`src/shared/uart_iid_regs.svh`:
```
// What this block does
// - pending interrupts rank: line status, received data, holding empty, modem status
// - identification value stays steady for the whole host read access
// - bit 0 reads 0 while an enabled interrupt pends, else 1
// - bits 2:1 give 11 line, 10 data/timeout, 01 holding, 00 modem
// - bit 3 is 0 outside fifo mode; timeout in fifo mode reads 1100
// - timeout when queue non-empty and untouched for four character times
// - identification bits 5 and 4 always read zero
// - identification bits 7:6 read 11 in fifo mode, else 00
// - identification register reads at offset 2 whatever divisor select says
// - line-format bits 1:0 pick five, six, seven or eight data bits
// - word length counts data bits only, framing bits added elsewhere
// - enable bits 0..3 gate data, holding, line status, modem status
// - line status source is overrun, parity, framing or break
// - modem status source is any change of a modem status indicator
// - interrupt pin driven only while the output-2 gate bit is 1
`ifndef UART_IID_REGS_SVH
`define UART_IID_REGS_SVH

// register offsets
`define OFS_BUFFER        3'h0
`define OFS_ENABLE        3'h1
`define OFS_IID           3'h2
`define OFS_FORMAT        3'h3
`define OFS_MODEM_CTRL    3'h4
`define OFS_LINE_STATUS   3'h5
`define OFS_MODEM_STATUS  3'h6

// reset values and read masks
`define RST_BYTE          8'h00
`define ENABLE_MASK       8'h0f
`define MODEM_CTRL_MASK   8'h1f

// enable bit positions
`define ENA_RXDATA        0
`define ENA_THRE          1
`define ENA_LINE          2
`define ENA_MODEM         3

// fifo setup fields
`define FSET_ENABLE       0
`define FSET_RXCLR        1
`define FSET_TXCLR        2
`define FSET_TRIG_HI      7
`define FSET_TRIG_LO      6

// line format and modem control fields
`define FMT_DIVSEL        7
`define FMT_WLEN_HI       1
`define FMT_WLEN_LO       0
`define MCTL_GATE         3

// identification codes, low nibble, then the bit 7:6 and bit 5:4 fields
`define IID_NONE          4'h1
`define IID_LINE          4'h6
`define IID_RXDATA        4'h4
`define IID_TIMEOUT       4'hc
`define IID_THRE          4'h2
`define IID_MODEM         4'h0
`define IID_FIFO_FLAGS    2'h3
`define IID_NO_FLAGS      2'h0
`define IID_ZERO_BITS     2'h0

// receive trigger levels in bytes
`define TRIG_1            5'h01
`define TRIG_4            5'h04
`define TRIG_8            5'h08
`define TRIG_14           5'h0e

// word length and timeout
`define WORD_LEN_MIN      4'h5
`define TIMEOUT_CHARS     3'h4

`endif

```
`src/shared/uart_iid_pkg.sv`:
```
`default_nettype none
package uart_iid_pkg;

   // highest pending source, in order of rank
   typedef enum logic [2:0] {
      SRC_NONE,
      SRC_LINE,
      SRC_RXDATA,
      SRC_TIMEOUT,
      SRC_THRE,
      SRC_MODEM
   } int_source_t;

endpackage : uart_iid_pkg
`default_nettype wire

```
`src/logic/char_timeout.sv`:
```
`timescale 1ns/1ps
`default_nettype none
`include "uart_iid_regs.svh"

module char_timeout #(
   parameter logic [2:0] CHARS = `TIMEOUT_CHARS
) (
   // clock and reset
   input  wire logic ref_clk,
   input  wire logic rst_b,
   // queue activity
   input  wire logic fifo_mode,
   input  wire logic queue_push,
   input  wire logic queue_pop,
   input  wire logic queue_nonempty,
   input  wire logic char_tick,
   // result
   output var  logic timeout
);

   logic [2:0] count_reg;
   logic [2:0] count_next;
   logic       flag_reg;
   logic       flag_next;

   // any movement or an empty queue restarts the wait
   always_comb
   begin
      count_next = count_reg;
      flag_next  = flag_reg;
      if (!fifo_mode || queue_push || queue_pop || !queue_nonempty)
      begin
         count_next = 3'h0;
         flag_next  = 1'b0;
      end
      else if (char_tick && count_reg != CHARS)
      begin
         count_next = count_reg + 3'h1;
         flag_next  = (count_reg + 3'h1) == CHARS;
      end
   end

   always_ff @(posedge ref_clk or negedge rst_b)
   begin
      if (!rst_b)
      begin
         count_reg <= 3'h0;
         flag_reg  <= 1'b0;
      end
      else
      begin
         count_reg <= count_next;
         flag_reg  <= flag_next;
      end
   end

   assign timeout = flag_reg;

endmodule : char_timeout
`default_nettype wire

```
`src/logic/uart_interrupt_identification.sv`:
```
`timescale 1ns/1ps
`default_nettype none
`include "uart_iid_regs.svh"

module uart_interrupt_identification #(
   parameter int LEVEL_W = 5
) (
   // clock and reset
   input  wire logic               REF_CLK,
   input  wire logic               RST_B,
   // host register port, asynchronous pins
   input  wire logic [2:0]         HOST_ADDR,
   input  wire logic               HOST_RD_B,
   input  wire logic               HOST_WR_B,
   input  wire logic [7:0]         HOST_DATA_IN,
   output logic      [7:0]         HOST_DATA_OUT,
   output logic                    HOST_DATA_OE_B,
   // events from the rest of the port
   input  wire logic [3:0]         LINE_ERROR,
   input  wire logic [3:0]         MODEM_DELTA,
   input  wire logic               THR_EMPTY_EVENT,
   input  wire logic               RX_PUSH,
   input  wire logic [LEVEL_W-1:0] RX_LEVEL,
   input  wire logic               CHAR_TIME_TICK,
   // interrupt pin
   output logic                    IRQ,
   output logic                    IRQ_OE_B,
   // settings and strobes to the rest of the port
   output logic      [7:0]         LINE_FORMAT,
   output logic      [3:0]         DATA_BITS,
   output logic                    FIFO_MODE,
   output logic      [7:0]         MODEM_CTRL,
   output logic                    RX_QUEUE_CLEAR,
   output logic                    TX_QUEUE_CLEAR,
   output logic                    BUFFER_READ,
   output logic                    HOLDING_WRITE,
   output logic                    LINE_STATUS_READ,
   output logic                    MODEM_STATUS_READ
);

   // pin synchroniser: rd, wr, addr, data
   localparam int PIN_W = 13;
   logic [PIN_W-1:0] pin_meta_reg;
   logic [PIN_W-1:0] pin_sync_reg;
   logic             rd_prev_reg;
   logic             wr_prev_reg;

   // register file state
   logic [7:0]         enable_reg;
   logic [7:0]         enable_next;
   logic [7:0]         format_reg;
   logic [7:0]         format_next;
   logic [7:0]         mctl_reg;
   logic [7:0]         mctl_next;
   logic               fifo_mode_reg;
   logic               fifo_mode_next;
   logic [1:0]         trig_sel_reg;
   logic [1:0]         trig_sel_next;
   logic               rxclr_reg;
   logic               rxclr_next;
   logic               txclr_reg;
   logic               txclr_next;

   // pending sources and host answer
   logic               line_pend_reg;
   logic               line_pend_next;
   logic               modem_pend_reg;
   logic               modem_pend_next;
   logic               thre_pend_reg;
   logic               thre_pend_next;
   logic               thre_seen_reg;
   logic               thre_seen_next;
   logic [7:0]         dout_reg;
   logic [7:0]         dout_next;
   logic               oe_b_reg;
   logic               oe_b_next;
   logic [3:0]         strobe_reg;
   logic [3:0]         strobe_next;
   logic               irq_reg;
   logic               irq_next;

   // decoded host access
   logic               rd_b;
   logic               wr_b;
   logic [2:0]         addr;
   logic [7:0]         din;
   logic               rd_start;
   logic               rd_end;
   logic               wr_done;
   logic               divsel;

   // interrupt evaluation
   logic                    timeout;
   logic [LEVEL_W-1:0]      trig_level;
   logic                    rx_at_trig;
   uart_iid_pkg::int_source_t source;
   logic [3:0]              iid_code;
   logic [7:0]              iid_byte;

   // two flops per pin before anything looks at them
   always_ff @(posedge REF_CLK or negedge RST_B)
   begin
      if (!RST_B)
      begin
         pin_meta_reg <= {2'h3, 11'h000};
         pin_sync_reg <= {2'h3, 11'h000};
         rd_prev_reg  <= 1'b1;
         wr_prev_reg  <= 1'b1;
      end
      else
      begin
         pin_meta_reg <= {HOST_RD_B, HOST_WR_B, HOST_ADDR, HOST_DATA_IN};
         pin_sync_reg <= pin_meta_reg;
         rd_prev_reg  <= pin_sync_reg[12];
         wr_prev_reg  <= pin_sync_reg[11];
      end
   end

   // address and data are stable for the whole strobe, so a plain sync is safe
   assign rd_b     = pin_sync_reg[12];
   assign wr_b     = pin_sync_reg[11];
   assign addr     = pin_sync_reg[10:8];
   assign din      = pin_sync_reg[7:0];
   assign rd_start = !rd_b && rd_prev_reg;
   assign rd_end   = rd_b && !rd_prev_reg;
   assign wr_done  = wr_b && !wr_prev_reg;   // write lands at strobe release
   assign divsel   = format_reg[`FMT_DIVSEL];

   // host writes into the register file
   always_comb
   begin
      enable_next    = enable_reg;
      format_next    = format_reg;
      mctl_next      = mctl_reg;
      fifo_mode_next = fifo_mode_reg;
      trig_sel_next  = trig_sel_reg;
      rxclr_next     = 1'b0;
      txclr_next     = 1'b0;
      if (wr_done)
      begin
         case (addr)
            `OFS_ENABLE:
               if (!divsel)
                  enable_next = din & `ENABLE_MASK;
            `OFS_IID:
            begin
               fifo_mode_next = din[`FSET_ENABLE];
               // other fields only take while the enable bit is written as 1
               if (din[`FSET_ENABLE])
               begin
                  trig_sel_next = din[`FSET_TRIG_HI:`FSET_TRIG_LO];
                  rxclr_next    = din[`FSET_RXCLR];
                  txclr_next    = din[`FSET_TXCLR];
               end
               // leaving fifo mode empties both queues
               if (fifo_mode_reg && !din[`FSET_ENABLE])
               begin
                  rxclr_next = 1'b1;
                  txclr_next = 1'b1;
               end
            end
            `OFS_FORMAT:
               format_next = din;
            `OFS_MODEM_CTRL:
               mctl_next = din & `MODEM_CTRL_MASK;
            default:
               enable_next = enable_reg;
         endcase
      end
   end

   always_ff @(posedge REF_CLK or negedge RST_B)
   begin
      if (!RST_B)
      begin
         enable_reg    <= `RST_BYTE;
         format_reg    <= `RST_BYTE;
         mctl_reg      <= `RST_BYTE;
         fifo_mode_reg <= 1'b0;
         trig_sel_reg  <= 2'h0;
         rxclr_reg     <= 1'b0;
         txclr_reg     <= 1'b0;
      end
      else
      begin
         enable_reg    <= enable_next;
         format_reg    <= format_next;
         mctl_reg      <= mctl_next;
         fifo_mode_reg <= fifo_mode_next;
         trig_sel_reg  <= trig_sel_next;
         rxclr_reg     <= rxclr_next;
         txclr_reg     <= txclr_next;
      end
   end

   // character timeout watch on the receive queue
   char_timeout #(
      .CHARS          (`TIMEOUT_CHARS)
   ) u_timeout (
      .ref_clk        (REF_CLK),
      .rst_b          (RST_B),
      .fifo_mode      (fifo_mode_reg),
      .queue_push     (RX_PUSH),
      .queue_pop      (strobe_reg[0]),
      .queue_nonempty (RX_LEVEL != '0),
      .char_tick      (CHAR_TIME_TICK),
      .timeout        (timeout)
   );

   // trigger threshold; outside fifo mode one byte is enough
   always_comb
   begin
      unique case (trig_sel_reg)
         2'h0: trig_level = LEVEL_W'(`TRIG_1);
         2'h1: trig_level = LEVEL_W'(`TRIG_4);
         2'h2: trig_level = LEVEL_W'(`TRIG_8);
         2'h3: trig_level = LEVEL_W'(`TRIG_14);
      endcase
      rx_at_trig = fifo_mode_reg ? (RX_LEVEL >= trig_level) : (RX_LEVEL != '0);
   end

   // pick the highest enabled source; data outranks timeout at equal level
   always_comb
   begin
      if (line_pend_reg && enable_reg[`ENA_LINE])
         source = uart_iid_pkg::SRC_LINE;
      else if (rx_at_trig && enable_reg[`ENA_RXDATA])
         source = uart_iid_pkg::SRC_RXDATA;
      else if (timeout && enable_reg[`ENA_RXDATA])
         source = uart_iid_pkg::SRC_TIMEOUT;
      else if (thre_pend_reg && enable_reg[`ENA_THRE])
         source = uart_iid_pkg::SRC_THRE;
      else if (modem_pend_reg && enable_reg[`ENA_MODEM])
         source = uart_iid_pkg::SRC_MODEM;
      else
         source = uart_iid_pkg::SRC_NONE;
      unique case (source)
         uart_iid_pkg::SRC_NONE:    iid_code = `IID_NONE;
         uart_iid_pkg::SRC_LINE:    iid_code = `IID_LINE;
         uart_iid_pkg::SRC_RXDATA:  iid_code = `IID_RXDATA;
         uart_iid_pkg::SRC_TIMEOUT: iid_code = `IID_TIMEOUT;
         uart_iid_pkg::SRC_THRE:    iid_code = `IID_THRE;
         uart_iid_pkg::SRC_MODEM:   iid_code = `IID_MODEM;
         default:                   iid_code = `IID_NONE;
      endcase
      iid_byte = {fifo_mode_reg ? `IID_FIFO_FLAGS : `IID_NO_FLAGS,
                  `IID_ZERO_BITS, iid_code};
   end

   // sticky sources, host answer and access strobes
   always_comb
   begin
      line_pend_next  = line_pend_reg;
      modem_pend_next = modem_pend_reg;
      thre_pend_next  = thre_pend_reg;
      thre_seen_next  = thre_seen_reg;
      dout_next       = dout_reg;
      oe_b_next       = oe_b_reg;
      strobe_next     = 4'h0;
      // read start: sample once, the value then stands until release
      if (rd_start)
      begin
         oe_b_next      = 1'b0;
         thre_seen_next = 1'b0;
         case (addr)
            `OFS_ENABLE:
               dout_next = divsel ? `RST_BYTE : enable_reg;
            `OFS_IID:
            begin
               dout_next      = iid_byte;
               thre_seen_next = (source == uart_iid_pkg::SRC_THRE);
            end
            `OFS_FORMAT:
               dout_next = format_reg;
            `OFS_MODEM_CTRL:
               dout_next = mctl_reg;
            default:
               dout_next = `RST_BYTE;   // served by the data and status logic
         endcase
         strobe_next[0] = (addr == `OFS_BUFFER) && !divsel;
         strobe_next[2] = (addr == `OFS_LINE_STATUS);
         strobe_next[3] = (addr == `OFS_MODEM_STATUS);
      end
      if (rd_end)
         oe_b_next = 1'b1;
      strobe_next[1] = wr_done && (addr == `OFS_BUFFER) && !divsel;
      // clears first, so a same-cycle event still wins
      if (strobe_reg[2])
         line_pend_next = 1'b0;
      if (strobe_reg[3])
         modem_pend_next = 1'b0;
      if (strobe_reg[1] || (rd_end && thre_seen_reg))
         thre_pend_next = 1'b0;
      if (rd_end)
         thre_seen_next = 1'b0;
      if (LINE_ERROR != 4'h0)
         line_pend_next = 1'b1;
      if (MODEM_DELTA != 4'h0)
         modem_pend_next = 1'b1;
      if (THR_EMPTY_EVENT)
         thre_pend_next = 1'b1;
      irq_next = (source != uart_iid_pkg::SRC_NONE) && mctl_reg[`MCTL_GATE];
   end

   always_ff @(posedge REF_CLK or negedge RST_B)
   begin
      if (!RST_B)
      begin
         line_pend_reg  <= 1'b0;
         modem_pend_reg <= 1'b0;
         thre_pend_reg  <= 1'b0;
         thre_seen_reg  <= 1'b0;
         dout_reg       <= `RST_BYTE;
         oe_b_reg       <= 1'b1;
         strobe_reg     <= 4'h0;
         irq_reg        <= 1'b0;
      end
      else
      begin
         line_pend_reg  <= line_pend_next;
         modem_pend_reg <= modem_pend_next;
         thre_pend_reg  <= thre_pend_next;
         thre_seen_reg  <= thre_seen_next;
         dout_reg       <= dout_next;
         oe_b_reg       <= oe_b_next;
         strobe_reg     <= strobe_next;
         irq_reg        <= irq_next;
      end
   end

   // outputs; data length counts payload bits only, framing is added downstream
   assign HOST_DATA_OUT     = dout_reg;
   assign HOST_DATA_OE_B    = oe_b_reg;
   assign IRQ               = irq_reg;
   assign IRQ_OE_B          = !mctl_reg[`MCTL_GATE];
   assign LINE_FORMAT       = format_reg;
   assign DATA_BITS         = `WORD_LEN_MIN
                              + {2'h0, format_reg[`FMT_WLEN_HI:`FMT_WLEN_LO]};
   assign FIFO_MODE         = fifo_mode_reg;
   assign MODEM_CTRL        = mctl_reg;
   assign RX_QUEUE_CLEAR    = rxclr_reg;
   assign TX_QUEUE_CLEAR    = txclr_reg;
   assign BUFFER_READ       = strobe_reg[0];
   assign HOLDING_WRITE     = strobe_reg[1];
   assign LINE_STATUS_READ  = strobe_reg[2];
   assign MODEM_STATUS_READ = strobe_reg[3];

endmodule : uart_interrupt_identification
`default_nettype wire

```
`config.mk`:
```
export PLATFORM = sky130hd
export DESIGN_NAME = uart_interrupt_identification
export DESIGN_NICKNAME = d
export VERILOG_FILES = /design/src/shared/uart_iid_pkg.sv /design/src/logic/char_timeout.sv /design/src/logic/uart_interrupt_identification.sv
export VERILOG_INCLUDE_DIRS = /design/src /design/src/shared
export SDC_FILE = /design/constraint.sdc
export NUM_CORES = 1
export LEC_CHECK = 0
export BUFFER_PORTS_ARGS = -buffer_cell sky130_fd_sc_hd__buf_2
export CAP_MARGIN = 20
export CORE_ASPECT_RATIO = 0.5
export CORE_MARGIN = 2
export CORE_UTILIZATION = 40
export CTS_CLUSTER_SIZE = 20
export DETAILED_ROUTE_END_ITERATION = 16
export GPL_ROUTABILITY_DRIVEN = 0
export PLACE_DENSITY_LB_ADDON = 0.1
export SLEW_MARGIN = 10
export SYNTH_ARGS = -nofsm -noshare
export SYNTH_HDL_FRONTEND = slang
export SYNTH_HIERARCHICAL = 1
export SYNTH_SLANG_ARGS = --single-unit
```
`constraint.sdc`:
```
create_clock -name REF_CLK -period 1.9 [get_ports REF_CLK]
set_input_delay 0.38 -clock REF_CLK [delete_from_list [all_inputs] [get_ports REF_CLK]]
set_output_delay 0.38 -clock REF_CLK [all_outputs]
set_load 0.02 [all_outputs]
```
==> key figures, run 1 <==
Status
  – Status: finished, final reports clean

Clocking
  – Number of CTS-inserted buffers: 9
  – Postcts setup bufs: 0
  – Clk_lat worst skew: 330 ps
  – Post-cts sizing count: 0
  – Clock Tree Buf Depth: 2
  – CTS Sinks: 72
  – CTS clk-pin slew, worst paths: 50 ps
  – TritonCTS clock tree: done
  – Root buffer cell: clkbuf_16
  – CTS HTree Levels: 3
  – Hold buffers post-CTS: 0

Finish
  – Synthesis-to-finish area growth: 26.69%
  – Layout Nets: 361
  – Layout cell share with drive strength beyond 1: 36.92%
  – Commonest cells after routing, fill and taps aside: dfrtp_1, buf_2, inv_1
  – ANT cells: 0

Setup path
  – Crit-path cells: nor2_1, ha_1, o21ai_0, a21oi_1, o311a_2, o21a_1
  – Buffers and inverters on the worst path: 0
  – Startpoint types: register
  – Max stage delay on crit path: 440 ps
  – Crit path DAT: 1980 ps
  – Slowest cell on crit path: o311a_2
  – CP delay by family, top: compound AO/OA/AOI/OAI gates
  – Worst EP required: 2120 ps
  – Type of the worst setup path: reg2reg
  – Worst path depth: 6
  – CP Capture Type: register
  – Peak fanout along the critical path: 5
  – FF-to-FF path depth: 6

Routing
  – ANT nets after route: 0
  – DRC violations left: 0
  – DR WL/cell: 14.30 µm
  – Vias: 2008
  – Drt first-iter violations: 86
  – DR pass1 iterations: 4
  – Final Routed Wirelength: 5.962 mm
  – Via density: 4.815

Placement
  – DP Worst Slack: 116.4 ps
  – DP HPWL: 4.361 mm
  – I/O Buffers: 65

Die
  – Std-Cell Rows: 21
  – Core Region: 6884 µm²
  – Io pins: 69
  – Chip Width: 124.8 µm
  – Initial Util: 42.42%
  – Die area: 8042 µm²
  – Die H: 64.42 µm

STA
  – Crit path time final: 1756 ps
  – Slew Limit Fails: 0
  – Fmax: 569.6 MHz
  – RSZ-0062 raised after global routing: no
  – TNS Setup: 0 ps
  – Final setup vio count: 0
  – Final period util: 92.40%
  – Final Skew: 4.087 ps
  – Final-report hold violation count: 0
  – Setup ws final: 144.4 ps

Pwr
  – VDD IR-drop max: 0.0005577 V
  – Pwr Density: 1135 nW/µm²
  – Leakage dissipation: 1.779 nW

Synthesis
  – Post-synth EDFFs: 0
  – Sequential element share of the synthesized area: 62.00%
  – Gate count after technology mapping: 242
  – #FFs+latches synth: 72
  – Mean post-synth cell area: 12.07 µm²
  – Ys Warns: 6
  – Synth cell types: 40
  – Synthesized area: 2920 µm²
  – Fraction of registers with async set/reset: 100.0%
  – Most used DFF post-synth: dfrtp_1

Global route
  – First-pass GRT wire length: 10.07 mm
  – Vias in the first global route: 2077
  – GRT Util Overall: 16.52%
  – GRT overflow: 0
  – Initial antenna violation count: 0
  – Largest net degree at the start of global routing: 73

Run
  – Max Cap Viol: 0

Worst hold path
  – HP Class: in2async
-- power by group --
group | internal (mW) | switching (mW) | total [mW]
logic | 0.288 | 0.394 | 0.682
clock network | 1.08 | 0.586 | 1.67
registers | 1.70 | 0.146 | 1.85
total | 3.07 | 1.13 | 4.20
-- routing by layer --
layer / track usage [%] / wire length, µm / vias to the layer above
li1: - / - / 975
met4: 4.583 / 47 / 0
met1: 22.13 / 2837 / 966
met2: 24.04 / 2621 / 62
met5: 0 / 0 / -
met3: 8.010 / 456 / 5
-- metrics by stage --
stage	util [%]	instances	total power, mW	hold WS [ps]	instance area (µm²)
after detailed placement	49.38	401	2.565	335.6	3400
after global placement	49.38	401	2.547	333.3	3400
after global routing	53.74	417	4.438	79.09	3700
final	53.74	417	4.199	64.83	3700
after CTS	53.74	417	4.261	76.93	3700
after floorplan	-	244	2.274	84.41	2928
-- cell type report --
cell class                 count  area [µm²]
timing repair buffer          75       412.9
clock inverter                 3       40.04
fill                         613        3184
inverter                      22       82.58
tap                           92       115.1
clock buffer                  13       260.3
multi-input combinational    140       978.4
sequential                    72        1810
-- logic make-up (layout without fill, tap and decap cells) --
family / count (synthesis) / count (layout) / synth area share, %
compound gates: 40 / 40 / 9.040
buf+inv: 32 / 113 / 4.756
flops: 72 / 72 / 62.00
other cells: 1 / 3 / 0.1284
xor+xnor: 1 / 1 / 0.3000
fa+ha+maj: 10 / 10 / 4.284
simple gates: 65 / 65 / 11.48
mux: 21 / 21 / 8.012
-- cell usage after synthesis (all sizes together) (5+ instances only) --
library cell | count | area, µm²
nor2 | 16 | 60.06
o21ai | 11 | 55.05
dfstp | 7 | 183.9
nor4 | 5 | 31.28
dfrtp | 65 | 1627
mux2 | 19 | 214.0
inv | 22 | 82.58
buf | 7 | 45.04
nor3b | 5 | 48.80
nand3 | 5 | 25.02
ha | 10 | 125.1
a21oi | 13 | 65.06
nand2 | 21 | 78.83
-- final timing paths --
path	from	to	slack [ps]
worst max-delay path	trig_sel_reg[0]	IRQ	140
worst min-delay path	RST_B	pin_meta_reg[1]	60
worst max register to register	trig_sel_reg[0]	IRQ	140
worst min register to register	pin_meta_reg[4]	pin_sync_reg[4]	350
max in group asynchronous	RST_B	HOST_DATA_OE_B	1510
min in group REF_CLK	HOST_RD_B	pin_meta_reg[12]	150
Note: power is estimated with default switching activity, not from simulation.
==> run 2, diff against run 1 <==
GPL_TIMING_DRIVEN = 0   (was unset)
HOLD_SLACK_MARGIN = 0.03   (was unset)
==> key figures, run 2 (synthesized netlist as in run 1, its figures left out) <==
Die
  – Core Region: 6884 µm² (unchanged)
  – Io pins: 69 (unchanged)
  – Die H: 64.42 µm (unchanged)
  – Chip Width: 124.8 µm (unchanged)
  – Die area: 8042 µm² (unchanged)
  – Std-Cell Rows: 21 (unchanged)
  – Initial Util: 42.42% (unchanged)

Clocking
  – Clk_lat worst skew: 330 ps (about the same)
  – CTS Sinks: 72 (unchanged)
  – Number of CTS-inserted buffers: 9 (unchanged)
  – Clock Tree Buf Depth: 2 (unchanged)
  – CTS HTree Levels: 3 (unchanged)
  – Root buffer cell: clkbuf_16
  – Postcts setup bufs: 0 (unchanged)
  – TritonCTS clock tree: done
  – CTS clk-pin slew, worst paths: 50 ps (about the same)

STA
  – Final period util: 93.90% (+1.5 points)
  – TNS Setup: 0 ps (unchanged)
  – Slew Limit Fails: 0 (unchanged)
  – RSZ-0062 raised after global routing: no
  – Final setup vio count: 0 (unchanged)
  – Setup ws final: 115.8 ps (-28.55 ps)
  – Fmax: 560.5 MHz (-1.6%)
  – Final-report hold violation count: 0 (unchanged)
  – Worst hold slack: 146.6 ps (+81.77 ps)
  – Final Skew: 6.247 ps (+2.161 ps)
  – Crit path time final: 1784 ps (+28.55 ps)

Setup path
  – Peak fanout along the critical path: 9 (+4)
  – Crit-path cells: nor3b_2, and3_1, buf_4, mux2_2
  – Worst EP required: 2110 ps (about the same)
  – Type of the worst setup path: reg2reg
  – CP delay by family, top: simple AND/OR/NAND/NOR gates
  – Startpoint types: register
  – Max stage delay on crit path: 540 ps (+100 ps)
  – Slowest cell on crit path: dfstp_2
  – Buffers and inverters on the worst path: 1 (+1)
  – CP Capture Type: register
  – Crit path DAT: 1990 ps (about the same)

Routing
  – DR WL/cell: 15.00 µm (+4.9%)
  – Drt first-iter violations: 145 (+69%)
  – ANT nets after route: 0 (unchanged)
  – DR pass1 iterations: 4 (unchanged)
  – DRC violations left: 0 (unchanged)
  – Via density: 5.026 (+4.4%)
  – Final Routed Wirelength: 6.284 mm (+5.4%)
  – Vias: 2106 (+4.9%)

Pwr
  – Sw Share: 26.55% (-0.26 points)
  – Combinational Power Share: 16.1% (about the same)
  – Clock power frac: 41.8% (+2.1 points)
  – VDD IR-drop max: 0.0009691 V (+74%)
  – Pwr Density: 1169 nW/µm² (+3.0%)
  – Seq pwr share: 42.1% (-1.9 points)
  – Sw Pwr: 1.160 mW (+3.1%)
  – Int Pwr: 3.210 mW (+4.4%)
  – Leakage dissipation: 1.789 nW (+0.61%)

Status
  – Status: finished, final reports clean

Finish
  – Finished Cell Area: 3740 µm² (+1.1%)
  – Synthesis-to-finish area growth: 28.06%
  – ANT cells: 0 (unchanged)
  – Layout Nets: 363 (+0.55%)
  – Commonest cells after routing, fill and taps aside: buf_2, dfrtp_1, inv_1
  – Layout cell share with drive strength beyond 1: 37.00% (+0.080 points)
  – Fillers: 615 (+0.33%)
  – Multi-input gate area: 983.4 µm² (+0.51%)
  – Layout Cells excl Fill: 419 (+0.48%)
  – FF+latch area: 1810 µm² (unchanged)
  – Most common cell after layout, fill and taps aside: buf_2

Global route
  – GRT overflow: 0 (unchanged)
  – Vias in the first global route: 2117 (+1.9%)
  – First-pass GRT wire length: 10.48 mm (+4.1%)
  – GRT Util Overall: 17.28% (+0.76 points)
  – Largest net degree at the start of global routing: 38 (-48%)
  – Initial antenna violation count: 0 (unchanged)

Placement
  – DP Worst Slack: -106.2 ps (-222.6 ps)
  – I/O Buffers: 65 (unchanged)
  – Placed Cells: 402 (+0.25%)
  – Placed Area: 3391 µm² (-0.26%)
  – DP HPWL: 4.512 mm (+3.5%)

Run
  – Max Cap Viol: 0 (unchanged)

Worst hold path
  – HP Class: in2reg
-- run 2: worst paths after layout --
path / startpoint / end / cells after the start / slack (ps)
min in group asynchronous: RST_B / pin_meta_reg[5] / 2 / 550
max in group asynchronous: RST_B / rd_prev_reg / 3 / 720
worst min-delay path: HOST_WR_B / pin_meta_reg[11] / 1 / 150
worst max register to register: pin_sync_reg[11] / LINE_FORMAT[4] / 4 / 120
worst min register to register: pin_meta_reg[4] / pin_sync_reg[4] / 0 / 350
worst max-delay path: pin_sync_reg[11] / LINE_FORMAT[4] / 4 / 120
-- run 2: layer usage --
metal	up-vias	routed length, µm	global-route usage (%)
met5	-	0	0
met4	0	73	5.417
met3	8	389	7.349
met2	57	2751	26.37
met1	1057	3069	22.60
li1	984	-	-
-- run 2: final cells by class --
type	count	area share, %
multi-input cells	140	26.30
inverters	22	2.208
clock buffers	12	6.858
clock inverters	4	2.041
repair buffers	67	9.568
plain buffers	10	1.539
flip-flops and latches	72	48.41
well taps	92	3.078
-- run 2: what timing repair did --
action	in CTS	in global routing
endpoints found under the hold margin	28	0
hold buffers	1	0
gates resized for setup	1	2
setup endpoints to repair	9	6
-- run 2: metrics by stage --
step                power [mW]  utilization, %
floorplan                2.274               -
global placement         2.535           48.93
detailed placement       2.565           49.25
CTS                      4.422           54.31
global route             4.588           54.33
finish                   4.370           54.33
-- run 2: power groups by stage --
stage          logic [mW]  clock network [mW]  registers, mW
2_1_floorplan       0.326                   0           1.95
5_1_grt             0.778                1.95           1.86
6_report            0.705                1.83           1.84
4_1_cts             0.713                1.87           1.84
3_5_place_dp        0.705                   0           1.86
3_3_place_gp        0.677                   0           1.86
==> run 3, diff against run 2 <==
ABC_AREA = 1   (was unset)
==> key figures, run 3 <==
Pwr
  – Pwr Density: 1151 nW/µm² (-1.5%)
  – Leakage dissipation: 2.016 nW (+13%)
  – VDD IR-drop max: 0.0008815 V (-9.0%)

Clocking
  – Clock Tree Buf Depth: 2 (unchanged)
  – Root buffer cell: clkbuf_16
  – Number of CTS-inserted buffers: 9 (unchanged)
  – CTS clk-pin slew, worst paths: 50 ps (about the same)
  – CTS HTree Levels: 3 (unchanged)
  – Postcts setup bufs: 0 (unchanged)
  – TritonCTS clock tree: done
  – Post-cts sizing count: 0 (-1)
  – CTS Sinks: 72 (unchanged)
  – Clk_lat worst skew: 330 ps (about the same)

STA
  – Final period util: 87.23% (-6.7 points)
  – Final-report hold violation count: 0 (unchanged)
  – Fmax: 603.3 MHz (+7.6%)
  – Worst hold slack: 146.6 ps (+0.02000 ps)
  – Slew Limit Fails: 0 (unchanged)
  – TNS Setup: 0 ps (unchanged)
  – Crit path time final: 1657 ps (-126.7 ps)
  – RSZ-0062 raised after global routing: no
  – Final setup vio count: 0 (unchanged)
  – Final Skew: 5.231 ps (-1.016 ps)

Routing
  – DR pass1 iterations: 4 (unchanged)
  – DR WL/cell: 13.19 µm (-12%)
  – Vias: 2316 (+10%)
  – DRC violations left: 0 (unchanged)
  – Via density: 4.815 (-4.2%)
  – Drt first-iter violations: 102 (-30%)
  – ANT nets after route: 0 (unchanged)
  – Final Routed Wirelength: 6.345 mm (+0.97%)

Synthesis
  – Most used DFF post-synth: dfrtp_1
  – Ys Warns: 6 (unchanged)
  – Mean post-synth cell area: 10.00 µm² (-17%)
  – #FFs+latches synth: 72 (unchanged)
  – Top post-synthesis cells by count: nand2_1, dfrtp_1, inv_1, nor2_1
  – Dominant cell type by area after synthesis: dfrtp_1
  – Sequential element share of the synthesized area: 60.14% (-1.9 points)
  – Gate count after technology mapping: 301 (+24%)
  – Top-count cell post-synth: nand2_1
  – Synth area leaders: dfrtp_1, nand2_1, dfstp_2, inv_1, ha_1
  – Post-synth EDFFs: 0 (unchanged)
  – Fraction of registers with async set/reset: 100.0% (unchanged)
  – Share of the synthesized area in the top cell type: 54.03% (-1.7 points)
  – Synth cell types: 35 (-13%)
  – Synthesized area: 3010 µm² (+3.1%)

Worst hold path
  – Hold depth: 1 (unchanged)
  – HP Class: in2reg

Setup path
  – Worst path depth: 14 (+10)
  – Crit path top cell by count: nand2_1
  – Max stage delay on crit path: 400 ps (-140 ps)
  – Worst EP required: 2120 ps (about the same)
  – R2r setup slk: 240 ps (+130 ps)
  – CP Capture Type: register
  – CP delay by family, top: simple AND/OR/NAND/NOR gates
  – Crit-path cells: nor2_1, ha_1, inv_1, a21oi_1, nand2_1, nand3_1, nand2_2, nand2_1, nand2_1, nand2_1, nand2_1, nand2_1, nand2_1, nand2_1
  – Crit path DAT: 1880 ps (-110 ps)
  – Peak fanout along the critical path: 4 (-5)
  – Slowest cell on crit path: dfrtp_1
  – Startpoint types: register
  – Buffers and inverters on the worst path: 1 (unchanged)
  – FF-to-FF path depth: 14 (+10)
  – Type of the worst setup path: reg2reg

Global route
  – M3 GR Usage: 7.085% (-0.26 points)
  – GRT overflow: 0 (unchanged)
  – Largest net degree at the start of global routing: 39 (+2.6%)
  – Met1 Usage GRT: 22.94% (+0.34 points)
  – Initial antenna violation count: 0 (unchanged)
  – Most Crowded Layer GR: met2
  – Met2 Use GR: 27.43% (+1.1 points)
  – Vias in the first global route: 2261 (+6.8%)
  – First-pass GRT wire length: 10.97 mm (+4.7%)
  – GRT Util Overall: 17.68% (+0.41 points)

Die
  – Die area: 8278 µm² (+2.9%)
  – Io pins: 69 (unchanged)
  – Initial Util: 41.11% (-1.3 points)
  – Die H: 65.35 µm (+1.4%)
  – Std-Cell Rows: 22 (+4.8%)
  – Core Region: 7322 µm² (+6.4%)
  – Chip Width: 126.7 µm (+1.5%)

Finish
  – ANT cells: 0 (unchanged)
  – Layout cell share with drive strength beyond 1: 32.73% (-4.3 points)
  – Fillers: 695 (+13%)
  – Commonest cells after routing, fill and taps aside: nand2_1, dfrtp_1, buf_2
  – Synthesis-to-finish area growth: 27.22%
  – Most common cell after layout, fill and taps aside: nand2_1
  – Layout Nets: 421 (+16%)

Run
  – Max Cap Viol: 0 (unchanged)

Placement
  – DP HPWL: 4.829 mm (+7.0%)
  – I/O Buffers: 65 (unchanged)

Status
  – Status: finished, final reports clean
[run 3: cell types whose count changed after synthesis, moves of 6 or more]
cell,delta
o21ai_2,+7
a21oi_1,-7
mux2_2,-19
o21ai_1,+6
inv_1,+17
nand2_2,+6
nand2_1,+57
[run 3: timing repair]
| item | in CTS | in global routing |
|---|---|---|
| hold buffers | 1 | 0 |
| endpoints found under the setup margin | 0 | 4 |
| endpoints found under the hold margin | 29 | 0 |
[run 3: worst paths after layout]
| check | from | end |
|---|---|---|
| hold / removal | HOST_WR_B | pin_meta_reg[11] |
| setup / recovery | trig_sel_reg[0] | HOST_DATA_OUT[2] |
| min in group asynchronous | RST_B | pin_meta_reg[1] |
| setup reg to reg | trig_sel_reg[0] | HOST_DATA_OUT[2] |
| max in group asynchronous | RST_B | HOST_DATA_OE_B |
| hold reg to reg | pin_meta_reg[2] | pin_sync_reg[2] |
[run 3: kinds of logic (layout without fill, tap and decap cells)]
| family | after synthesis | in the layout | synth area share (%) |
|---|---|---|---|
| AO/OA/AOI/OAI | 42 | 42 | 8.895 |
| AND/OR/NAND/NOR | 124 | 124 | 18.95 |
| flip-flops | 72 | 72 | 60.14 |
| adder cells (fa/ha/maj) | 10 | 10 | 4.156 |
| buffers and inverters | 51 | 133 | 7.232 |
| multiplexers | 1 | 1 | 0.4986 |
| other | 1 | 3 | 0.1246 |
[run 3: cell type report]
class	count	area [µm²]	share of cell area [%]
Inverter	44	167.7	4.378
Buffer	6	46.29	1.209
Clock inverter	6	108.9	2.842
Clock buffer	10	229.0	5.978
Multi-Input combinational cell	180	989.7	25.84
Sequential cell	72	1810	47.27
Tap cell	96	120.1	3.136
Timing Repair Buffer	67	357.8	9.343
[run 3: through the flow]
stage / total power, mW / area, µm² / worst slack (ps) / utilization (%) / cells
after floorplan: 2.266 / 3018 / 440.7 / - / 303
after global placement: 2.523 / 3463 / 92.75 / 47.30 / 464
after detailed placement: 2.555 / 3486 / 139.4 / 47.61 / 465
after CTS: 4.465 / 3834 / 144.3 / 52.36 / 482
after global routing: 4.658 / 3830 / 18.62 / 52.31 / 481
final: 4.407 / 3830 / 242.5 / 52.31 / 481
[run 3: report_power, final]
part | switching, mW | leakage [nW] | internal [mW]
sequential | 0.138 | 0.886 | 1.69
combinational | 0.444 | 0.964 | 0.250
clock | 0.606 | 0.166 | 1.28
[run 3: routing by layer]
layer	share of wire [%]	wire, µm
met5	0	0
met4	1.4	89
met3	6.6	418
met2	46	2939
met1	46	2898
